$ cat src/design/cfd_pkg.sv
/*
 * constants, types and decode functions shared by the fetch/decode/timing core.
 * assumes a single system clock; program memory answers within one machine cycle.
 */
`default_nettype none

package cfd_pkg;

  localparam int unsigned CLK_PERIOD_PS = 8000;
  localparam int unsigned MCYC_CLOCKS   = 4;
  localparam logic [1:0]  PH_FETCH      = 2'h0;
  localparam logic [1:0]  PH_LAST       = 2'(MCYC_CLOCKS - 1);
  localparam logic [15:0] PC_RESET      = 16'h0000;

  localparam logic [7:0] OP_NOP       = 8'h00;
  localparam logic [7:0] OP_ADD_IMM   = 8'h24;
  localparam logic [7:0] OP_ADD_DIR   = 8'h25;
  localparam logic [7:0] OP_ADD_IND   = 8'h26;
  localparam logic [7:0] OP_ADD_REG   = 8'h28;
  localparam logic [7:0] OP_ADDC_IMM  = 8'h34;
  localparam logic [7:0] OP_ADDC_DIR  = 8'h35;
  localparam logic [7:0] OP_ADDC_IND  = 8'h36;
  localparam logic [7:0] OP_ADDC_REG  = 8'h38;
  localparam logic [7:0] OP_LJMP      = 8'h02;
  localparam logic [7:0] OP_LCALL     = 8'h12;
  localparam logic [7:0] OP_JMP_IND   = 8'h73;
  localparam logic [7:0] OP_SJMP      = 8'h80;
  localparam logic [3:0] LO_ABS_JMP   = 4'h1;

  typedef enum logic [2:0] {
    CFD_SRC_NONE = 3'h0,
    CFD_SRC_REG  = 3'h1,
    CFD_SRC_IND  = 3'h2,
    CFD_SRC_DIR  = 3'h3,
    CFD_SRC_IMM  = 3'h4
  } cfd_src_t;

  typedef enum logic [2:0] {
    CFD_ST_OPC  = 3'b001,
    CFD_ST_OPND = 3'b010,
    CFD_ST_CALC = 3'b100
  } cfd_state_t;

  // byte count of any opcode of the instruction set
  function automatic logic [1:0] cfd_len(input logic [7:0] op);
    logic [3:0] hi;
    logic [3:0] lo;
    hi = op[7:4];
    lo = op[3:0];
    cfd_len = 2'd1;
    if (op == 8'h02 || op == 8'h12 || op == 8'h10 || op == 8'h20 || op == 8'h30 ||
        op == 8'h43 || op == 8'h53 || op == 8'h63 || op == 8'h75 || op == 8'h85 ||
        op == 8'h90 || op == 8'hd5 || (hi == 4'hb && lo >= 4'h4)) begin
      cfd_len = 2'd3;
    end else if (lo == 4'h1 || (lo == 4'h0 && hi >= 4'h4 && hi <= 4'hd && hi != 4'h9) ||
                 (lo == 4'h2 && hi >= 4'h4 && hi <= 4'hd) ||
                 (lo == 4'h4 && (hi >= 4'h2 && hi <= 4'h9) && hi != 4'h8) ||
                 (lo == 4'h5 && hi != 4'ha) ||
                 ((lo == 4'h6 || lo == 4'h7) && (hi == 4'h7 || hi == 4'h8 || hi == 4'ha)) ||
                 (lo >= 4'h8 && (hi == 4'h7 || hi == 4'h8 || hi == 4'ha || hi == 4'hd))) begin
      cfd_len = 2'd2;
    end
  endfunction

  function automatic logic cfd_is_jump(input logic [7:0] op);
    cfd_is_jump = (op[3:0] == LO_ABS_JMP) || op == OP_LJMP || op == OP_LCALL ||
                  op == OP_JMP_IND || op == OP_SJMP;
  endfunction

  function automatic logic cfd_is_add(input logic [7:0] op);
    cfd_is_add = (op[7:4] == 4'h2 || op[7:4] == 4'h3) && op[3:0] >= 4'h4;
  endfunction

  function automatic cfd_src_t cfd_src(input logic [7:0] op);
    cfd_src = CFD_SRC_NONE;
    if (cfd_is_add(op)) begin
      if (op[3]) begin
        cfd_src = CFD_SRC_REG;
      end else if (op[2:1] == 2'b11) begin
        cfd_src = CFD_SRC_IND;
      end else if (op[0]) begin
        cfd_src = CFD_SRC_DIR;
      end else begin
        cfd_src = CFD_SRC_IMM;
      end
    end
  endfunction

endpackage

`default_nettype wire

$ cat src/design/cfd_adder.sv
/*
 * registered accumulator adder with carry, half-carry and overflow flags.
 * assumes operands are stable on the cycle that start is high.
 */
`timescale 1ns/1ps
`default_nettype none

module cfd_adder (
  input  wire logic       clk,       // system clock
  input  wire logic       rst_n,     // synchronised reset
  input  wire logic       start,     // one-cycle launch
  input  wire logic       use_cy,    // add carry-in too
  input  wire logic [7:0] acc,       // accumulator value
  input  wire logic [7:0] opnd,      // second operand
  input  wire logic       cy_in,     // carry flag in
  output logic      [7:0] sum_reg,   // result
  output logic            cy_reg,    // carry out of bit 7
  output logic            ac_reg,    // carry out of bit 3
  output logic            ov_reg,    // signed overflow
  output logic            done_reg   // result valid pulse
);

  logic       cin;
  logic [4:0] lo_sum;
  logic [3:0] mid_sum;
  logic [1:0] top_sum;

  always_comb begin
    cin     = use_cy & cy_in;
    lo_sum  = {1'b0, acc[3:0]} + {1'b0, opnd[3:0]} + {4'h0, cin};
    mid_sum = {1'b0, acc[6:4]} + {1'b0, opnd[6:4]} + {3'h0, lo_sum[4]};
    top_sum = {1'b0, acc[7]} + {1'b0, opnd[7]} + {1'b0, mid_sum[3]};
  end

  always_ff @(posedge clk or negedge rst_n) begin
    if (!rst_n) begin
      sum_reg  <= 8'h00;
      cy_reg   <= 1'b0;
      ac_reg   <= 1'b0;
      ov_reg   <= 1'b0;
      done_reg <= 1'b0;
    end else begin
      done_reg <= start;
      if (start) begin
        // same flag semantics as the classic core: ov is carry6 xor carry7
        sum_reg <= {top_sum[0], mid_sum[2:0], lo_sum[3:0]};
        cy_reg  <= top_sum[1];
        ac_reg  <= lo_sum[4];
        ov_reg  <= top_sum[1] ^ mid_sum[3];
      end
    end
  end

endmodule

`default_nettype wire

$ cat src/design/cfd_core.sv
/*
 * instruction fetch, decode and machine-cycle timing for the 8-bit core.
 * assumes program memory returns the byte for PM_ADDR by the last clock
 * of the machine cycle in which PM_RD pulsed, and that the datapath
 * presents OPERAND_IN by that same clock, and the branch answer by the last clock of the address cycle.
 */
`timescale 1ns/1ps
`default_nettype none

// Functional notes
// - every opcode is fetched, sized and handed to the datapath unchanged.
// - a machine cycle is exactly four system clocks; timing counts these.
// - at most one program byte fetched per machine cycle; cycles equal bytes except for unconditional jumps and calls.
// - unconditional jumps and calls add one machine cycle to compute the new address.
// - 28-2F add Rn, 26/27 add @Ri; one byte, one machine cycle.
// - 25 adds direct, 24 adds immediate; two bytes, two machine cycles.
// - 38-3F add Rn plus carry, 36 adds @R0 plus carry; one cycle.
// - 37 adds @R1 plus carry; 35/34 direct/immediate plus carry, two cycles.
module cfd_core
  import cfd_pkg::*;
(
  input  wire logic             CLK_SYS,     // 125 MHz system clock
  input  wire logic             RST_B,       // async reset, active low
  output logic           [15:0] PM_ADDR,     // program byte address
  output logic                  PM_RD,       // program read strobe
  input  wire logic      [7:0]  PM_DATA,     // program byte
  output logic           [7:0]  OPCODE,      // issued opcode
  output logic           [7:0]  OPND1,       // first operand byte
  output logic           [7:0]  OPND2,       // second operand byte
  output logic                  INSN_VALID,  // instruction issue pulse
  output cfd_pkg::cfd_src_t     SRC_KIND,    // add operand source
  output logic           [7:0]  SRC_ADDR,    // register, Ri or direct address
  input  wire logic      [7:0]  OPERAND_IN,  // fetched add operand
  input  wire logic      [7:0]  ACC_IN,      // accumulator
  input  wire logic             CY_IN,       // carry flag
  output logic           [7:0]  ACC_OUT,     // add result
  output logic                  CY_OUT,      // new carry
  output logic                  AC_OUT,      // new auxiliary carry
  output logic                  OV_OUT,      // new overflow
  output logic                  ACC_WE,      // result write pulse
  input  wire logic             BR_TAKE,     // load branch target
  input  wire logic      [15:0] BR_TARGET,   // branch target
  output logic           [1:0]  MCYC_PHASE   // clock within machine cycle
);

  logic        rst_s1_n;
  logic        rst_n;
  logic [1:0]  phase_reg;
  cfd_state_t  state_reg;
  logic [15:0] pc_reg;
  logic [7:0]  op_reg;
  logic [7:0]  b1_reg;
  logic [1:0]  len_reg;
  logic [1:0]  idx_reg;
  logic        issue;
  logic [1:0]  opc_len;
  logic        last_byte;
  logic        add_start;

  ////////////////////////////////////////////////////////////////////////
  // reset release

  always_ff @(posedge CLK_SYS or negedge RST_B) begin
    if (!RST_B) begin
      rst_s1_n <= 1'b0;
      rst_n    <= 1'b0;
    end else begin
      rst_s1_n <= 1'b1;
      rst_n    <= rst_s1_n;
    end
  end

  ////////////////////////////////////////////////////////////////////////
  // machine cycle phase

  always_ff @(posedge CLK_SYS or negedge rst_n) begin
    if (!rst_n) begin
      phase_reg <= PH_FETCH;
    end else begin
      phase_reg <= phase_reg + 2'h1;
    end
  end

  assign MCYC_PHASE = phase_reg;

  ////////////////////////////////////////////////////////////////////////
  // fetch and sequencing

  assign opc_len   = cfd_len(PM_DATA);
  // final byte of the instruction lands this clock
  assign last_byte = (state_reg == CFD_ST_OPC) ? (opc_len == 2'd1)
                                               : (idx_reg + 2'd1 == len_reg);
  // issue on the capture clock of the final byte
  assign issue     = (phase_reg == PH_LAST) && (state_reg != CFD_ST_CALC) && last_byte;
  // only one read per machine cycle, never in the address cycle
  assign PM_RD     = (phase_reg == PH_FETCH) && (state_reg != CFD_ST_CALC);
  assign PM_ADDR   = pc_reg;

  always_ff @(posedge CLK_SYS or negedge rst_n) begin
    if (!rst_n) begin
      state_reg <= CFD_ST_OPC;
      pc_reg    <= PC_RESET;
      op_reg    <= OP_NOP;
      b1_reg    <= 8'h00;
      len_reg   <= 2'd1;
      idx_reg   <= 2'd0;
    end else if (phase_reg == PH_LAST) begin
      case (state_reg)
        CFD_ST_OPC: begin
          pc_reg  <= pc_reg + 16'h0001;
          op_reg  <= PM_DATA;
          len_reg <= opc_len;
          idx_reg <= 2'd1;
          if (opc_len == 2'd1) begin
            // nop and single-byte adds finish here
            state_reg <= cfd_is_jump(PM_DATA) ? CFD_ST_CALC : CFD_ST_OPC;
          end else begin
            state_reg <= CFD_ST_OPND;
          end
        end
        CFD_ST_OPND: begin
          pc_reg  <= pc_reg + 16'h0001;
          idx_reg <= idx_reg + 2'd1;
          if (idx_reg == 2'd1) begin
            b1_reg <= PM_DATA;
          end
          if (last_byte) begin
            state_reg <= cfd_is_jump(op_reg) ? CFD_ST_CALC : CFD_ST_OPC;
          end
        end
        CFD_ST_CALC: begin
          // extra cycle: the datapath resolves the target meanwhile
          if (BR_TAKE) begin
            pc_reg <= BR_TARGET;
          end
          state_reg <= CFD_ST_OPC;
        end
        default: begin
          state_reg <= CFD_ST_OPC;
        end
      endcase
    end
  end

  ////////////////////////////////////////////////////////////////////////
  // operand source for the datapath

  always_ff @(posedge CLK_SYS or negedge rst_n) begin
    if (!rst_n) begin
      SRC_KIND <= CFD_SRC_NONE;
      SRC_ADDR <= 8'h00;
    end else if (phase_reg == PH_LAST && state_reg == CFD_ST_OPC) begin
      SRC_KIND <= cfd_src(PM_DATA);
      SRC_ADDR <= {5'h00, PM_DATA[3] ? PM_DATA[2:0] : {2'b00, PM_DATA[0]}};
    end else if (phase_reg == PH_LAST && state_reg == CFD_ST_OPND && idx_reg == 2'd1) begin
      // direct address arrives as the second byte
      SRC_ADDR <= PM_DATA;
    end
  end

  ////////////////////////////////////////////////////////////////////////
  // issue to the datapath

  always_ff @(posedge CLK_SYS or negedge rst_n) begin
    if (!rst_n) begin
      OPCODE     <= OP_NOP;
      OPND1      <= 8'h00;
      OPND2      <= 8'h00;
      INSN_VALID <= 1'b0;
    end else begin
      INSN_VALID <= issue;
      if (issue) begin
        if (state_reg == CFD_ST_OPC) begin
          OPCODE <= PM_DATA;
          OPND1  <= 8'h00;
          OPND2  <= 8'h00;
        end else begin
          OPCODE <= op_reg;
          OPND1  <= (idx_reg == 2'd1) ? PM_DATA : b1_reg;
          OPND2  <= (idx_reg == 2'd2) ? PM_DATA : 8'h00;
        end
      end
    end
  end

  ////////////////////////////////////////////////////////////////////////
  // add and add-with-carry

  logic       add_op;
  logic [7:0] add_opnd;

  always_comb begin
    add_op   = (state_reg == CFD_ST_OPC) ? cfd_is_add(PM_DATA) : cfd_is_add(op_reg);
    // immediate comes straight off the program bus, others from the datapath
    add_opnd = (state_reg == CFD_ST_OPND && SRC_KIND == CFD_SRC_IMM) ? PM_DATA : OPERAND_IN;
  end

  assign add_start = issue && add_op;

  cfd_adder u_adder (
    .clk      (CLK_SYS),
    .rst_n    (rst_n),
    .start    (add_start),
    .use_cy   ((state_reg == CFD_ST_OPC) ? PM_DATA[4] : op_reg[4]),
    .acc      (ACC_IN),
    .opnd     (add_opnd),
    .cy_in    (CY_IN),
    .sum_reg  (ACC_OUT),
    .cy_reg   (CY_OUT),
    .ac_reg   (AC_OUT),
    .ov_reg   (OV_OUT),
    .done_reg (ACC_WE)
  );

  logic [7:0] gap_cnt;
  always_ff @(posedge CLK_SYS or negedge rst_n) begin
    if (!rst_n) begin
      gap_cnt <= 8'h00;
    end else begin
      gap_cnt <= INSN_VALID ? 8'h01 : gap_cnt + 8'h01;
    end
  end
endmodule

`default_nettype wire

$ cat config.mk
export PLATFORM = sky130hd
export DESIGN_NAME = cfd_core
export DESIGN_NICKNAME = d
export VERILOG_FILES = /design/src/design/cfd_pkg.sv /design/src/design/cfd_adder.sv /design/src/design/cfd_core.sv
export SDC_FILE = /design/constraint.sdc
export NUM_CORES = 1
export LEC_CHECK = 0
export ABC_AREA = 1
export BUFFER_PORTS_ARGS = -buffer_cell sky130_fd_sc_hd__buf_2
export CORE_ASPECT_RATIO = 1.75
export CORE_MARGIN = 2
export CORE_UTILIZATION = 41
export CTS_BUF_LIST = sky130_fd_sc_hd__clkbuf_4 sky130_fd_sc_hd__clkbuf_8 sky130_fd_sc_hd__clkbuf_16
export CTS_CLUSTER_SIZE = 10
export DETAILED_ROUTE_END_ITERATION = 10
export SYNTH_ARGS = -nofsm -noshare
export SYNTH_HDL_FRONTEND = slang
export SYNTH_SLANG_ARGS = --single-unit
$ cat constraint.sdc
create_clock -name CLK_SYS -period 8.55 [get_ports CLK_SYS]
set_input_delay 0.4275 -clock CLK_SYS [delete_from_list [all_inputs] [get_ports CLK_SYS]]
set_output_delay 0.4275 -clock CLK_SYS [all_outputs]
set_load 0.01 [all_outputs]
Word level (Yosys, flattened, before mapping)
Cells that the tools add are included.
{"block": "op_classes", "addsub": 9, "n_div": 0, "reduce_logical": 65, "shift": 0, "n_lt_le_gt_ge": 7, "n_eq_ne": 50, "n_mux": 26, "bitwise": 2, "mul": 0}
{"operator": "$mux W8", "count": 8}
{"operator": "$eq A8 B7 Y1 const B", "count": 6}
{"operator": "$eq A8 B8 Y1 const B", "count": 5}
{"operator": "$logic_or A1 B1 Y1", "count": 32}
{"operator": "$pmux W16 S2", "count": 1}
{"operator": "$mux W3", "count": 9}
{"operator": "$eq A8 B5 Y1 const B", "count": 3}
{"operator": "$logic_and A1 B1 Y1", "count": 22}
{"operator": "$eq A4 B2 Y1 const B", "count": 5}
{"operator": "$eq A4 B3 Y1 const B", "count": 5}
{"operator": "$add A16 B1 Y16 const B", "count": 1}
{"operator": "$eq A4 B4 Y1 const B", "count": 4}
{"operator": "$eq A8 B2 Y1 const B", "count": 2}
{"operator": "$eq A8 B6 Y1 const B", "count": 2}
{"operator": "$mux W16", "count": 1}
{"operator": "$ge A4 B3 Y1 const B", "count": 3}
{"operator": "$ne A4 B4 Y1 const B", "count": 3}
{"operator": "$eq A4 B1 Y1 const B", "count": 2}
{"operator": "$le A4 B4 Y1 const B", "count": 2}
{"operator": "$reduce_and A2 Y1", "count": 4}
{"operator": "$eq A2 B2 Y1 const B", "count": 3}
{"operator": "$eq A3 B3 Y1 const B", "count": 2}
{"operator": "$pmux W3 S2", "count": 1}
{"operator": "$reduce_bool A2 Y1", "count": 3}
{"operator": "24 further kinds", "count": 30}
{"block": "totals", "latchBits": 0, "n_memories": 0, "input_bits": 44, "output_inout_bits": 67, "word_cells": 179, "ramBits": 0, "mem_bits_ro": 0, "ff_bits": 91}

Logic depth before layout (Yosys ltp)
Gate-level depths: netlist of the first run.
{"block": "logic_depth", "word_depth": 18, "depth_mapped": 18, "depth_no_buf": 17}

Cells and area by module
From an unflattened synthesis of the first run, not the netlist that was laid out.
{"block": "hier_totals", "hier_cells": 668, "area_unflattened_um2": 5149.9}
{"mod": "cfd_core", "seq_area_each_um2": 1979.4, "instances": 1, "cells_per_inst": 586, "area_each_um2": 4390.5}
{"mod": "cfd_adder", "seq_area_each_um2": 300.3, "instances": 1, "cells_per_inst": 82, "area_each_um2": 759.5}

Least setup slack after synthesis of the first run
OpenSTA, ideal clock, no wires.
{"block": "synth_path", "path_kind": "register -> register", "startpoint": "register state_reg[0]", "endpoint": "register u_adder.sum_reg[7]", "n_path_buf": 1, "setup_ns": 0.117, "path_stages_with_launch": 16, "period_less_slack_ns": 3.454, "t_required_ns": 8.433, "t_arrival_ns": 3.336, "setup_slack_ns": 5.096, "path_cell_list": "dfstp_2 nor2_1 nand2_1 inv_1 nand4_1 clkbuf_1 a21oi_1 fa_1 fa_1 o21ai_0 fa_1 nand3_1 nand2_1 fa_1 nand4_1 nand2_1"}
{"block": "synth_between", "elab_chain_cells": 7, "elab_cells_between_ends": 18, "cone_classes": "add/sub (6); eq/ne (3); mux (4); bitwise (1); reduce/logical (4)"}
{"element": "start, declared", "line": "cfd_core.sv:49", "source": "cfd_state_t state_reg;"}
{"element": "start signal, assigned", "line": "cfd_core.sv:116", "source": "state_reg <= cfd_is_jump(PM_DATA) ? CFD_ST_CALC : CFD_ST_OPC;"}
{"element": "start signal, assigned", "line": "cfd_core.sv:128", "source": "state_reg <= cfd_is_jump(op_reg) ? CFD_ST_CALC : CFD_ST_OPC;"}
{"element": "$eq A3 B2 Y1", "line": "cfd_core.sv:195", "source": "add_opnd = (state_reg == CFD_ST_OPND && SRC_KIND == CFD_SRC_IMM) ? PM_DATA : OPERAND_IN;"}
{"element": "$logic_and A1 B1 Y1", "line": "cfd_core.sv:195"}
{"element": "$mux W8", "line": "cfd_core.sv:195"}
{"element": "$add A4 B4 Y5", "line": "cfd_adder.sv:30", "source": "lo_sum = {1'b0, acc[3:0]} + {1'b0, opnd[3:0]} + {4'h0, cin};"}
{"element": "$add A5 B1 Y5 *", "line": "cfd_adder.sv:30"}
{"element": "named net u_adder.lo_sum[4]", "line": "cfd_adder.sv:24", "source": "logic [4:0] lo_sum;"}
{"element": "$add A4 B1 Y4 *", "line": "cfd_adder.sv:31", "source": "mid_sum = {1'b0, acc[6:4]} + {1'b0, opnd[6:4]} + {3'h0, lo_sum[4]};"}
{"element": "$add A2 B1 Y2 *", "line": "cfd_adder.sv:32", "source": "top_sum = {1'b0, acc[7]} + {1'b0, opnd[7]} + {1'b0, mid_sum[3]};"}
{"element": "named net u_adder.top_sum[0]", "line": "cfd_adder.sv:26", "source": "logic [1:0] top_sum;"}
{"element": "end signal, assigned", "line": "cfd_adder.sv:46", "source": "sum_reg <= {top_sum[0], mid_sum[2:0], lo_sum[3:0]};"}
{"element": "end, declared", "line": "cfd_adder.sv:16", "source": "output logic [7:0] sum_reg,"}
The timed path passes the listed nets; every way through them passes the cells marked *.
A chain may end at the register's enable or synchronous reset.

Final worst setup path of the first run
Ends and elaborated chain as after synthesis.

==> out/metrics.cfg, run 1 <==
[outcome]
status = finished clean

[pwr]
p_leak_nw = 3.14
vdd_drop_max_uv = 135
powerDensity_nw_per_um2 = 277

[synth]
netlist_instances = 635
ys_ff_latch = 91
netlist_top_cells_area = dfrtp_1 (44%), nand2_1 (14%), o21ai_0 (6.5%)
yosysSeqAreaShare_pct = 45.3
yosysTopAreaCell = dfrtp_1
async_flop_share_pct = 100
ys.flop_type = dfrtp_1
synth-edff-count = 0
synth.most_common_cell = nand2_1
synth_top_area_share_pct = 44.2
synthTopCellsByCount = nand2_1 (194), dfrtp_1 (89), o21ai_0 (65)
syn_avg_cell_area_um2 = 7.93
netlist_area_um2 = 5030
synth_fp_nets = 694
synth.distinct_cells = 36
yosysWarnings = 0

[timing]
fmax_mhz = 263
min_period_over_period_pct = 44.5
fin_ws_ns = 4.75
relSlewSlack_pct = 37.8
rsz0062_at_grt = false
finalSetupViolCount = 0
tightest_slew_ns = 0.930
fin_worst_skew_ns = 0.00658
fin_tns_setup_ns = 0
finalCriticalPeriod_ns = 3.80
hold_viol = 0
slew_viol_final = 0

[floorplanning]
core_um2 = 12000
die_height_um = 151
rows = 53
fp.dieW_um = 87.8
start_util_pct = 41.9
die_area_um2 = 13200
pin_count = 111

[grt]
grt_pass1_wl_um = 22300
grt_use_met2_pct = 40.7
overflow = 0
busiest_layer = met2
grt.total_usage_pct = 22.0
met1_usage_pct = 23.6
grt_antenna_before_repair = 0
grt_pass1_vias = 4512
met3_usage_pct = 3.34
grt_max_degree = 59

[clock_tree]
clock_tree.buffer_depth = 2
clkSinkCount = 91
root_buffer = clkbuf_16
cts_tree = yes
post_cts_buffers = 0
htree_levels = 3
numCtsBuffers = 9
clk_pin_slew_ns = 0.06
clk_latency_ns = 0.34

[critical_path]
cpPeakStageDelay_ns = 0.56
required_ns = 8.77
path_cells = nand3_2 > o21ai_0 > nand2_1 > fa_1 > fa_1 > o21ai_0 > fa_1 > nand3_1 > nand2_1 > fa_1 > nand4_1 > nand2_1
start_kind = flop
path_max_fanout = 27
cpMostUsedCell = fa_1
slowest_stage = dfstp_2
reg2reg_from = state_reg[0]$_DFFE_PN1P_
cp-end-kind = flop
rr_worst_depth = 12
cp_data_arrival_time_ns = 4.03
critical_path_class = flop to flop
reg2reg_setup_slack_ns = 4.75
timing.rr.end = u_adder.sum_reg[7]$_DFFE_PN0P_

[cells_and_area]
antenna_cells = 0
largest_reg_flops = 16
final_nets = 795
drive_gt1_share_pct = 24.2
final_area_um2 = 5980
area_delta_synth_final_pct = 18.8

[routing]
first_pass_iters = 5
vias = 4606
viasPerCell = 5.08
wire_per_inst_um = 15.6
wl_um = 14100
drtAntennaViolNets = 0
first_iter_violations = 203
drcViolationCount = 0

[placement]
io_buffer_count = 110
gp_congestion = 0.922
dp_hpwl_um = 10800
placed_area_um2 = 5680
preCtsSetupSlack_ns = 4.76

[hold_path]
hp-class = flop to async pin

[job]
drv_cap = 0

-- power by group --
group,switching [mW],internal (mW)
combinational,0.370,0.225
clock,0.166,0.209
sequential,0.109,0.575
-- critical path: cells and delay by family (launching register included) --
| family | cells | cell delay [ns] |
|---|---|---|
| flops | 1 | 0.56 |
| fa+ha+maj | 4 | 1.53 |
| compound gates | 2 | 0.74 |
| simple gates | 6 | 0.86 |
-- stage by stage --
step           util [%]  cells  total power, mW  hold WS [ns]
3_3_place_gp       47.4    889             1.28         0.214
3_5_place_dp       47.4    889             1.29         0.214
6_report           49.8    906             1.65         0.261
2_1_floorplan         -    635             1.07         0.132
5_1_grt            49.8    906             1.79         0.311
4_1_cts            49.8    906             1.68         0.290
-- how the worst max path moves through the flow --
stage                        startpoint                        endpoint  slack (ns)  cells past startpoint
2_1_floorplan  state_reg[0]$_DFFE_PN1P_  u_adder.sum_reg[7]$_DFFE_PN0P_        5.10                     15
3_3_place_gp   state_reg[0]$_DFFE_PN1P_  u_adder.sum_reg[7]$_DFFE_PN0P_        4.84                     12
3_5_place_dp   state_reg[0]$_DFFE_PN1P_  u_adder.sum_reg[7]$_DFFE_PN0P_        4.76                     12
4_1_cts        state_reg[0]$_DFFE_PN1P_  u_adder.sum_reg[7]$_DFFE_PN0P_        4.74                     12
5_1_grt        state_reg[0]$_DFFE_PN1P_  u_adder.sum_reg[7]$_DFFE_PN0P_        4.31                     12
6_report       state_reg[0]$_DFFE_PN1P_  u_adder.sum_reg[7]$_DFFE_PN0P_        4.75                     12
-- placed cells by master (no fill, tap or decap), drive strengths merged --
| cell type | synthesis | layout |
|---|---|---|
| nand2 | 200 | 200 |
| buf | 10 | 114 |
| dfrtp | 89 | 89 |
| o21ai | 84 | 84 |
| inv | 60 | 60 |
| nor2 | 46 | 46 |
| nand3 | 39 | 39 |
| a21oi | 19 | 19 |
| nand4 | 16 | 16 |
| xor2 | 11 | 11 |
| clkbuf | 15 | 11 |
| ha | 10 | 10 |
| o22ai | 8 | 8 |
| nor3 | 6 | 6 |
| fa | 5 | 5 |
| a31oi | 4 | 4 |
| or2 | 4 | 4 |
| clkinvlp | 0 | 4 |
| xnor2 | 2 | 2 |
| dfstp | 2 | 2 |
| o21bai | 1 | 1 |
| o41ai | 1 | 1 |
| o211ai | 1 | 1 |
| nand3b | 1 | 1 |
| clkinv | 0 | 1 |
| dlygate4sd3 | 0 | 1 |
| conb | 1 | 1 |
-- logic make-up (layout without fill, tap and decap cells) --
kind of cell             Yosys count  in the layout  share of synthesized area (%)
AO/OA/AOI/OAI                    118            118                           13.5
flip-flops                        91             91                           45.3
XOR/XNOR                          13             13                           2.26
AND/OR/NAND/NOR                  312            312                           26.9
adder cells (fa/ha/maj)           15             15                           4.47
buffers and inverters             85            191                           7.48
other                              1              1                         0.0745
-- repair_timing --
| item | 4_1_cts | 5_1_grt |
|---|---|---|
| resized for setup | 0 | 0 |
| endpoints found under the hold margin | 2 | 0 |
| endpoints found under the setup margin | 0 | 0 |
| hold buffers | 1 | 0 |
-- metal layers --
layer	share of wire (%)	routed length (um)
met5	0	0
met4	4.3	606
met3	4.9	686
met2	54	7680
met1	36	5130
-- area by class of cell --
type                       instances  area [um^2]
clock buffer                      11          246
clock inverter                     5         38.8
fill                            1214         6020
inverter                          60          228
multi-input combinational        459         2390
sequential                        91         2280
tap                              165          206
timing repair buffer             115          591
(Power assumes the default switching activity.)
==> run 2: changes to the inputs <==
- ABC_AREA: 1 -> 0
- PLACE_DENSITY: default -> 0.66
- clock period: 8.55 -> 3.12 ns (I/O delays scaled with it)
==> run 2 against run 1 <==
  * The flow now finishes with violations (setup timing)
  * Combinational power rose to 3.0 times the previous value
  * Wire length down 6.1%
  * Clock power rose to 2.8 times the previous value
  * Largest power group unchanged
  * Global-route usage down 0.62 points
  * Power rose to 2.9 times the previous value
  * Via count down 4.8%
  * Synthesized area down 2.2%
  * Final area up 3.2%
  * Maximum frequency up 8.3%
==> out/metrics.cfg, run 2 <==
[outcome]
status = finished, violations left
violations = setup timing

[critical_path]
critical_path_class = flop to flop
cpMostUsedCell = fa_2
path_buf_inv = 0  ; unchanged
required_ns = 3.36  ; -5.41 ns
path_cells = nand2b_4 > or2_4 > mux2i_4 > nand2b_4 > fa_2 > fa_2 > nor2b_1 > o21ai_1 > nand2b_1 > fa_2 > a21o_1 > a21o_1 > fa_2 > mux2_4
cp_data_arrival_time_ns = 3.75  ; -0.28 ns
cp-end-kind = flop
start_kind = flop
critPathTopFamily = adder cells
slowest_stage = dfstp_2
path_max_fanout = 2  ; -93%
cpPeakStageDelay_ns = 0.56  ; about the same

[routing]
viasPerCell = 5.47  ; +7.6%
wl_um = 13200  ; -6.1%
first_pass_iters = 5  ; unchanged
first_iter_violations = 282  ; +39%
wire_per_inst_um = 16.5  ; +6.2%
drtAntennaViolNets = 0  ; unchanged
vias = 4383  ; -4.8%
drcViolationCount = 0  ; unchanged

[grt]
grt_antenna_before_repair = 0  ; unchanged
grt.total_usage_pct = 21.4  ; -0.62 points
grt_pass1_wl_um = 21500  ; -3.7%
overflow = 0  ; unchanged
grt_pass1_vias = 4339  ; -3.8%
grt_max_degree = 44  ; -25%

[cells_and_area]
layout_commonest_cell = buf_2
nFillCells = 1111  ; -8.5%
mostFrequentLayoutCells = buf_2 (110), nand2_1 (101), dfrtp_1 (88), nor2_1 (38), buf_4 (38)
largest_reg_flops = 16  ; unchanged
antenna_cells = 0  ; unchanged
seq_area_um2 = 2280  ; unchanged
final_nets = 718  ; -9.7%
drive_gt1_share_pct = 31.8  ; +7.6 points
area_delta_synth_final_pct = 25.4
multiInputGateArea_um2 = 2470  ; +3.4%

[clock_tree]
clk_pin_slew_ns = 0.07  ; about the same
numCtsBuffers = 9  ; unchanged
clkSinkCount = 91  ; unchanged
htree_levels = 3  ; unchanged
cts_tree = yes
root_buffer = clkbuf_16
clk_latency_ns = 0.35  ; about the same
clock_tree.buffer_depth = 2  ; unchanged

[floorplanning]
start_util_pct = 41.5  ; -0.47 points
pin_count = 111  ; unchanged
core_um2 = 11900  ; -1.1%
die_area_um2 = 12900  ; -2.1%
rows = 53  ; unchanged
die_height_um = 149  ; -1.1%
fp.dieW_um = 86.8  ; -1.1%

[timing]
hold-worst-slack_ns = 0.0488  ; -0.212 ns
finalCriticalPeriod_ns = 3.51  ; -0.293 ns
fin_tns_setup_ns = -1.57  ; -1.57 ns
fmax_mhz = 285  ; +8.3%
relSlewSlack_pct = 53.3  ; +16 points
rsz0062_at_grt = true
hold_viol = 0  ; unchanged
finalSetupViolCount = 5  ; +5
tightest_slew_ns = 0.700  ; -0.230 ns
fin_worst_skew_ns = 0.0108  ; +0.00420 ns
fin_ws_ns = -0.391  ; -5.14 ns
slew_viol_final = 0  ; unchanged
min_period_over_period_pct = 113  ; +68 points

[pwr]
p_leak_nw = 3.20  ; +1.7%
vdd_drop_max_uv = 336  ; +150%
power.total_mw = 4.76  ; +190%
powerDensity_nw_per_um2 = 772  ; +180%

[synth]
ys.flop_type = dfrtp_1
syn_avg_cell_area_um2 = 9.29  ; +17%
netlist_instances = 530  ; -17%
yosysWarnings = 0  ; unchanged
netlist_top_cells_area = dfrtp_1 (45%), nand2_1 (7.7%), mux2_4 (4.0%)
synth.distinct_cells = 61  ; +69%
yosysTopAreaCell = dfrtp_1
synth-edff-count = 0  ; unchanged
ys_ff_latch = 91  ; unchanged
async_flop_share_pct = 100  ; unchanged
synth_top_area_share_pct = 45.2  ; +1.0 points
synth_fp_nets = 589  ; -15%
synthTopCellsByCount = nand2_1 (101), dfrtp_1 (89), nor2_1 (39)
yosysSeqAreaShare_pct = 46.3  ; +1.0 points
netlist_area_um2 = 4920  ; -2.2%
synth.most_common_cell = nand2_1

[placement]
gp_congestion = 0.883  ; -4.2%
io_buffer_count = 110  ; unchanged
dp_hpwl_um = 9900  ; -8.7%

[hold_path]
hp-class = input port to flop

[job]
drv_cap = 0  ; unchanged

[run 2: cell types whose count changed after synthesis, sizes merged, moves of 8 or more]
| cell | change |
|---|---|
| a22o | +15 |
| o22ai | +8 |
| inv | -38 |
| mux2i | +12 |
| nand2b | +8 |
| a21oi | +19 |
| mux2 | +20 |
| nand3 | -19 |
| o21ai | -51 |
| nand4 | -14 |
| nand2 | -99 |
[run 2: report_power, final]
part	switching, mW	leakage (nW)	total, mW	internal (mW)
clock network	0.489	0.139	1.04	0.554
logic	0.905	1.90	1.78	0.871
registers	0.338	1.15	1.95	1.61
total	1.73	3.20	4.76	3.03
[run 2: final cells by class]
type	count	share of cell area (%)
clock buffers	9	3.65
clock inverters	7	0.953
inverters	22	1.42
multi-input cells	383	40.0
flip-flops and latches	91	37.0
well taps	137	2.78
repair buffers	152	14.3
[run 2: cell families after synthesis]
family / after synthesis / synth area share (%)
and+or+nand+nor: 202 / 18.9
AOI/OAI and AO/OA: 125 / 15.9
DFF: 91 / 46.3
buffers and inverters: 56 / 4.90
muxes: 32 / 8.01
adders and majority gates: 15 / 4.57
xor gates and xnor gates: 8 / 1.42
other: 1 / 0.0762
[run 2: what timing repair did]
item	CTS	global route
pin swaps	8	3
setup buffers	6	3
endpoints found under the setup margin	5	5
hold buffers	1	0
gates resized for setup	7	5
endpoints found under the hold margin	2	0
gates cloned	0	0
[run 2: final timing paths]
| check | cells past startpoint | slack [ns] | startpoint | to |
|---|---|---|---|---|
| max | 14 | -0.39 | state_reg[0]$_DFFE_PN1P_ | u_adder.sum_reg[7]$_DFFE_PN0P_ |
| min | 3 | 0.05 | BR_TARGET[0] | PM_ADDR[0]$_DFFE_PN0P_ |
| max reg2reg | 14 | -0.39 | state_reg[0]$_DFFE_PN1P_ | u_adder.sum_reg[7]$_DFFE_PN0P_ |
| min reg2reg | 0 | 0.34 | rst_n$_DFF_PN0_ | b1_reg[0]$_DFFE_PN0P_ |
| max in group asynchronous | 1 | 2.02 | rst_n$_DFF_PN0_ | MCYC_PHASE[0]$_DFF_PN0_ |
| min in group asynchronous | 2 | 0.12 | RST_B | rst_n$_DFF_PN0_ |
[run 2: stage by stage]
stage / util (%) / std cells / setup slack (ns) / cell area, um^2
after global routing: 52.0 / 801 / -0.517 / 6170
final: 52.0 / 801 / -0.391 / 6170
after CTS: 51.7 / 799 / -0.406 / 6140
after global placement: 48.7 / 776 / -0.457 / 5780
after detailed placement: 48.7 / 776 / -0.534 / 5780
after floorplan: - / 530 / -0.534 / 4960
[run 2: tightest hold or removal path, delay by kind of cell]
family                 cells  cell delay, ns
buffers and inverters      1            0.09
and+or+nand+nor            2            0.12
[run 2: per-layer routing]
metal  vias to the layer above  track usage [%]  wire [um]
met5                         -                0          0
met4                         0             9.92        439
met3                        23             3.60        653
met2                       149             39.1       7150
met1                      2121             23.4       5000
li1                       2090                -          -
==> run 3: changes to the inputs <==
- PLACE_DENSITY: 0.66 -> default
- clock period: 3.12 -> 3.75 ns (I/O delays scaled with it)
==> run 3 against run 2 <==
  * The flow now finishes without violations
  * Clock power shrank 14%
  * Critical path depth up 1
  * Via count down 3.8%
  * Core utilization decreased by 1.6 points
  * Global-route usage down 0.58 points
  * Count of clock-buffer cells in the layout is the same
  * Combinational power decreased by 23%
  * Non-clock buffer count decreased by 21
  * Clock skew down 0.0013 ns
  * Worst hold slack better by 0.029 ns
  * Sequential power fell by 17%
  * Maximum frequency down 2.0%
  * Largest cell class unchanged
==> out/metrics.cfg, run 3 (synthesis results as in run 2) <==
[job]
drv_cap = 0  ; unchanged

[pwr]
p_sw_mw = 1.41  ; -18%
switching_share_pct = 36.5  ; +0.11 points
p_leak_nw = 3.09  ; -3.4%
combinationalPowerShare_pct = 35.3  ; -2.0 points
powerDensity_nw_per_um2 = 648  ; -16%
sequentialPowerShare_pct = 41.7  ; +0.9 points
clock_power_share_pct = 23.0  ; +1.1 points
vdd_drop_max_uv = 303  ; -9.8%
p_int_mw = 2.46  ; -19%

[floorplanning]
core_um2 = 11900  ; unchanged
pin_count = 111  ; unchanged
start_util_pct = 41.5  ; unchanged
die_area_um2 = 12900  ; unchanged
rows = 53  ; unchanged
fp.dieW_um = 86.8  ; unchanged
die_height_um = 149  ; unchanged

[routing]
wl_um = 12800  ; -3.6%
wire_per_inst_um = 16.4  ; -0.95%
viasPerCell = 5.40  ; -1.2%
drtAntennaViolNets = 0  ; unchanged
vias = 4215  ; -3.8%
first_iter_violations = 177  ; -37%
drcViolationCount = 0  ; unchanged
first_pass_iters = 4  ; -1

[cells_and_area]
seq_area_um2 = 2280  ; unchanged
drive_gt1_share_pct = 29.1  ; -2.7 points
layout_commonest_cell = buf_2
mostFrequentLayoutCells = buf_2 (110), nand2_1 (101), dfrtp_1 (88), nor2_1 (39), a21oi_1 (37)
final_nets = 697  ; -2.9%
final_area_um2 = 5980  ; -3.1%
largest_reg_flops = 16  ; unchanged
antenna_cells = 0  ; unchanged
multiInputGateArea_um2 = 2440  ; -0.96%
area_delta_synth_final_pct = 21.5
nFillCells = 1131  ; +1.8%
fin_cells = 780  ; -2.6%

[placement]
placed_area_um2 = 5640  ; -2.3%
gp_congestion = 0.839  ; -5.0%
place_inst = 760  ; -2.1%
io_buffer_count = 110  ; unchanged
dp_hpwl_um = 9410  ; -5.0%

[timing]
slew_viol_final = 0  ; unchanged
relSlewSlack_pct = 46.8  ; -6.5 points
fmax_mhz = 279  ; -2.0%
tightest_slew_ns = 0.797  ; +0.0974 ns
rsz0062_at_grt = false
hold_viol = 0  ; unchanged
finalCriticalPeriod_ns = 3.58  ; +0.0728 ns
fin_worst_skew_ns = 0.00948  ; -0.00130 ns
min_period_over_period_pct = 95.6  ; -17 points
finalSetupViolCount = 0  ; -5

[hold_path]
hp-class = input port to flop

[grt]
grt_antenna_before_repair = 0  ; unchanged
grt_pass1_vias = 4249  ; -2.1%
grt_max_degree = 60  ; +36%
grt.total_usage_pct = 20.8  ; -0.58 points
grt_pass1_wl_um = 21000  ; -1.9%
overflow = 0  ; unchanged

[clock_tree]
cts_tree = yes
clkSinkCount = 91  ; unchanged
clk_pin_slew_ns = 0.07  ; about the same
root_buffer = clkbuf_16
numCtsBuffers = 9  ; unchanged
htree_levels = 3  ; unchanged
clk_latency_ns = 0.34  ; about the same
clock_tree.buffer_depth = 2  ; unchanged

[critical_path]
path_max_fanout = 3  ; +1
start_kind = flop
cpMostUsedCell = fa_2
critPathTopFamily = adder cells
cpPeakStageDelay_ns = 0.58  ; +0.02 ns
critical_path_class = flop to flop
required_ns = 3.98  ; +0.62 ns
path_buf_inv = 0  ; unchanged
cp_data_arrival_time_ns = 3.81  ; +0.06 ns
cp-end-kind = flop
slowest_stage = dfstp_2
path_cells = nand2b_4 > or2_4 > mux2i_2 > nand2b_4 > fa_2 > fa_2 > nor2b_1 > o21ai_1 > nand2b_1 > fa_2 > a21o_1 > a21o_1 > fa_2 > xor2_1 > mux2_4

[outcome]
status = finished clean

-- run 3: cell count changes in the layout (fill, tap and decap cells not counted), sizes merged --
cell | previous run | this run
buf | 151 | 130
clkinv | 2 | 1
inv | 26 | 27
-- run 3: timing repair --
item	CTS	global route
pin swaps	0	5
endpoints found under the setup margin	1	2
hold buffers	1	0
endpoints found under the hold margin	2	0
gates resized for setup	1	4
buffers inserted	1	2
cloned	0	0
-- run 3: tightest hold or removal path, delay by kind of cell --
| kind | cells | cell delay [ns] |
|---|---|---|
| buf+inv | 1 | 0.08 |
| simple gates | 2 | 0.12 |
-- run 3: final cells by class --
| cell class | instances | area share, % |
|---|---|---|
| multi-input combinational | 383 | 40.8 |
| clock buffer | 9 | 3.76 |
| sequential | 91 | 38.2 |
| timing repair buffer | 131 | 11.9 |
| clock inverter | 7 | 1.09 |
| tap | 137 | 2.86 |
| inverter | 22 | 1.42 |
-- run 3: per-stage QoR --
stage | setup TNS (ns) | total power, mW | util [%] | setup WS (ns) | hold WS [ns]
floorplan | 0 | 2.47 | - | 0.0363 | -0.108
global placement | 0 | 2.96 | 47.5 | 0.0533 | -0.0281
detailed placement | -0.0337 | 2.99 | 47.5 | -0.0337 | -0.0251
CTS | 0 | 3.90 | 50.2 | 0.0142 | 0.0659
global route | 0 | 4.17 | 50.4 | 0.0110 | 0.0885
finish | 0 | 3.88 | 50.4 | 0.166 | 0.0773
-- run 3: worst paths after layout --
check | start | depth (start not counted) | slack [ns] | to
worst max register to register | state_reg[0]$_DFFE_PN1P_ | 15 | 0.17 | u_adder.ov_reg$_DFFE_PN0P_
worst max-delay path | state_reg[0]$_DFFE_PN1P_ | 15 | 0.17 | u_adder.ov_reg$_DFFE_PN0P_
worst min-delay path | BR_TARGET[0] | 3 | 0.08 | PM_ADDR[0]$_DFFE_PN0P_
max in group asynchronous | rst_n$_DFF_PN0_ | 1 | 2.40 | OPCODE[3]$_DFFE_PN0P_
worst min register to register | rst_s1_n$_DFF_PN0_ | 0 | 0.35 | rst_n$_DFF_PN0_
min in group asynchronous | RST_B | 2 | 0.15 | rst_n$_DFF_PN0_
-- run 3: per-layer routing --
metal,part of all wire [%],global-route usage [%],wire length (um),vias to the layer above
met1,40,24.0,5080,2052
met3,4.2,3.15,535,14
li1,-,-,-,2055
met5,0,0,0,-
met2,54,37.9,6930,94
met4,1.7,7.58,221,0
-- run 3: power by group through the flow --
| stage | logic [mW] | registers, mW | clock network [mW] |
|---|---|---|---|
| after floorplan | 0.770 | 1.70 | 0 |
| after global placement | 1.34 | 1.62 | 0 |
| after detailed placement | 1.36 | 1.63 | 0 |
| after CTS | 1.36 | 1.62 | 0.914 |
| after global routing | 1.54 | 1.68 | 0.957 |
| final | 1.37 | 1.62 | 0.891 |
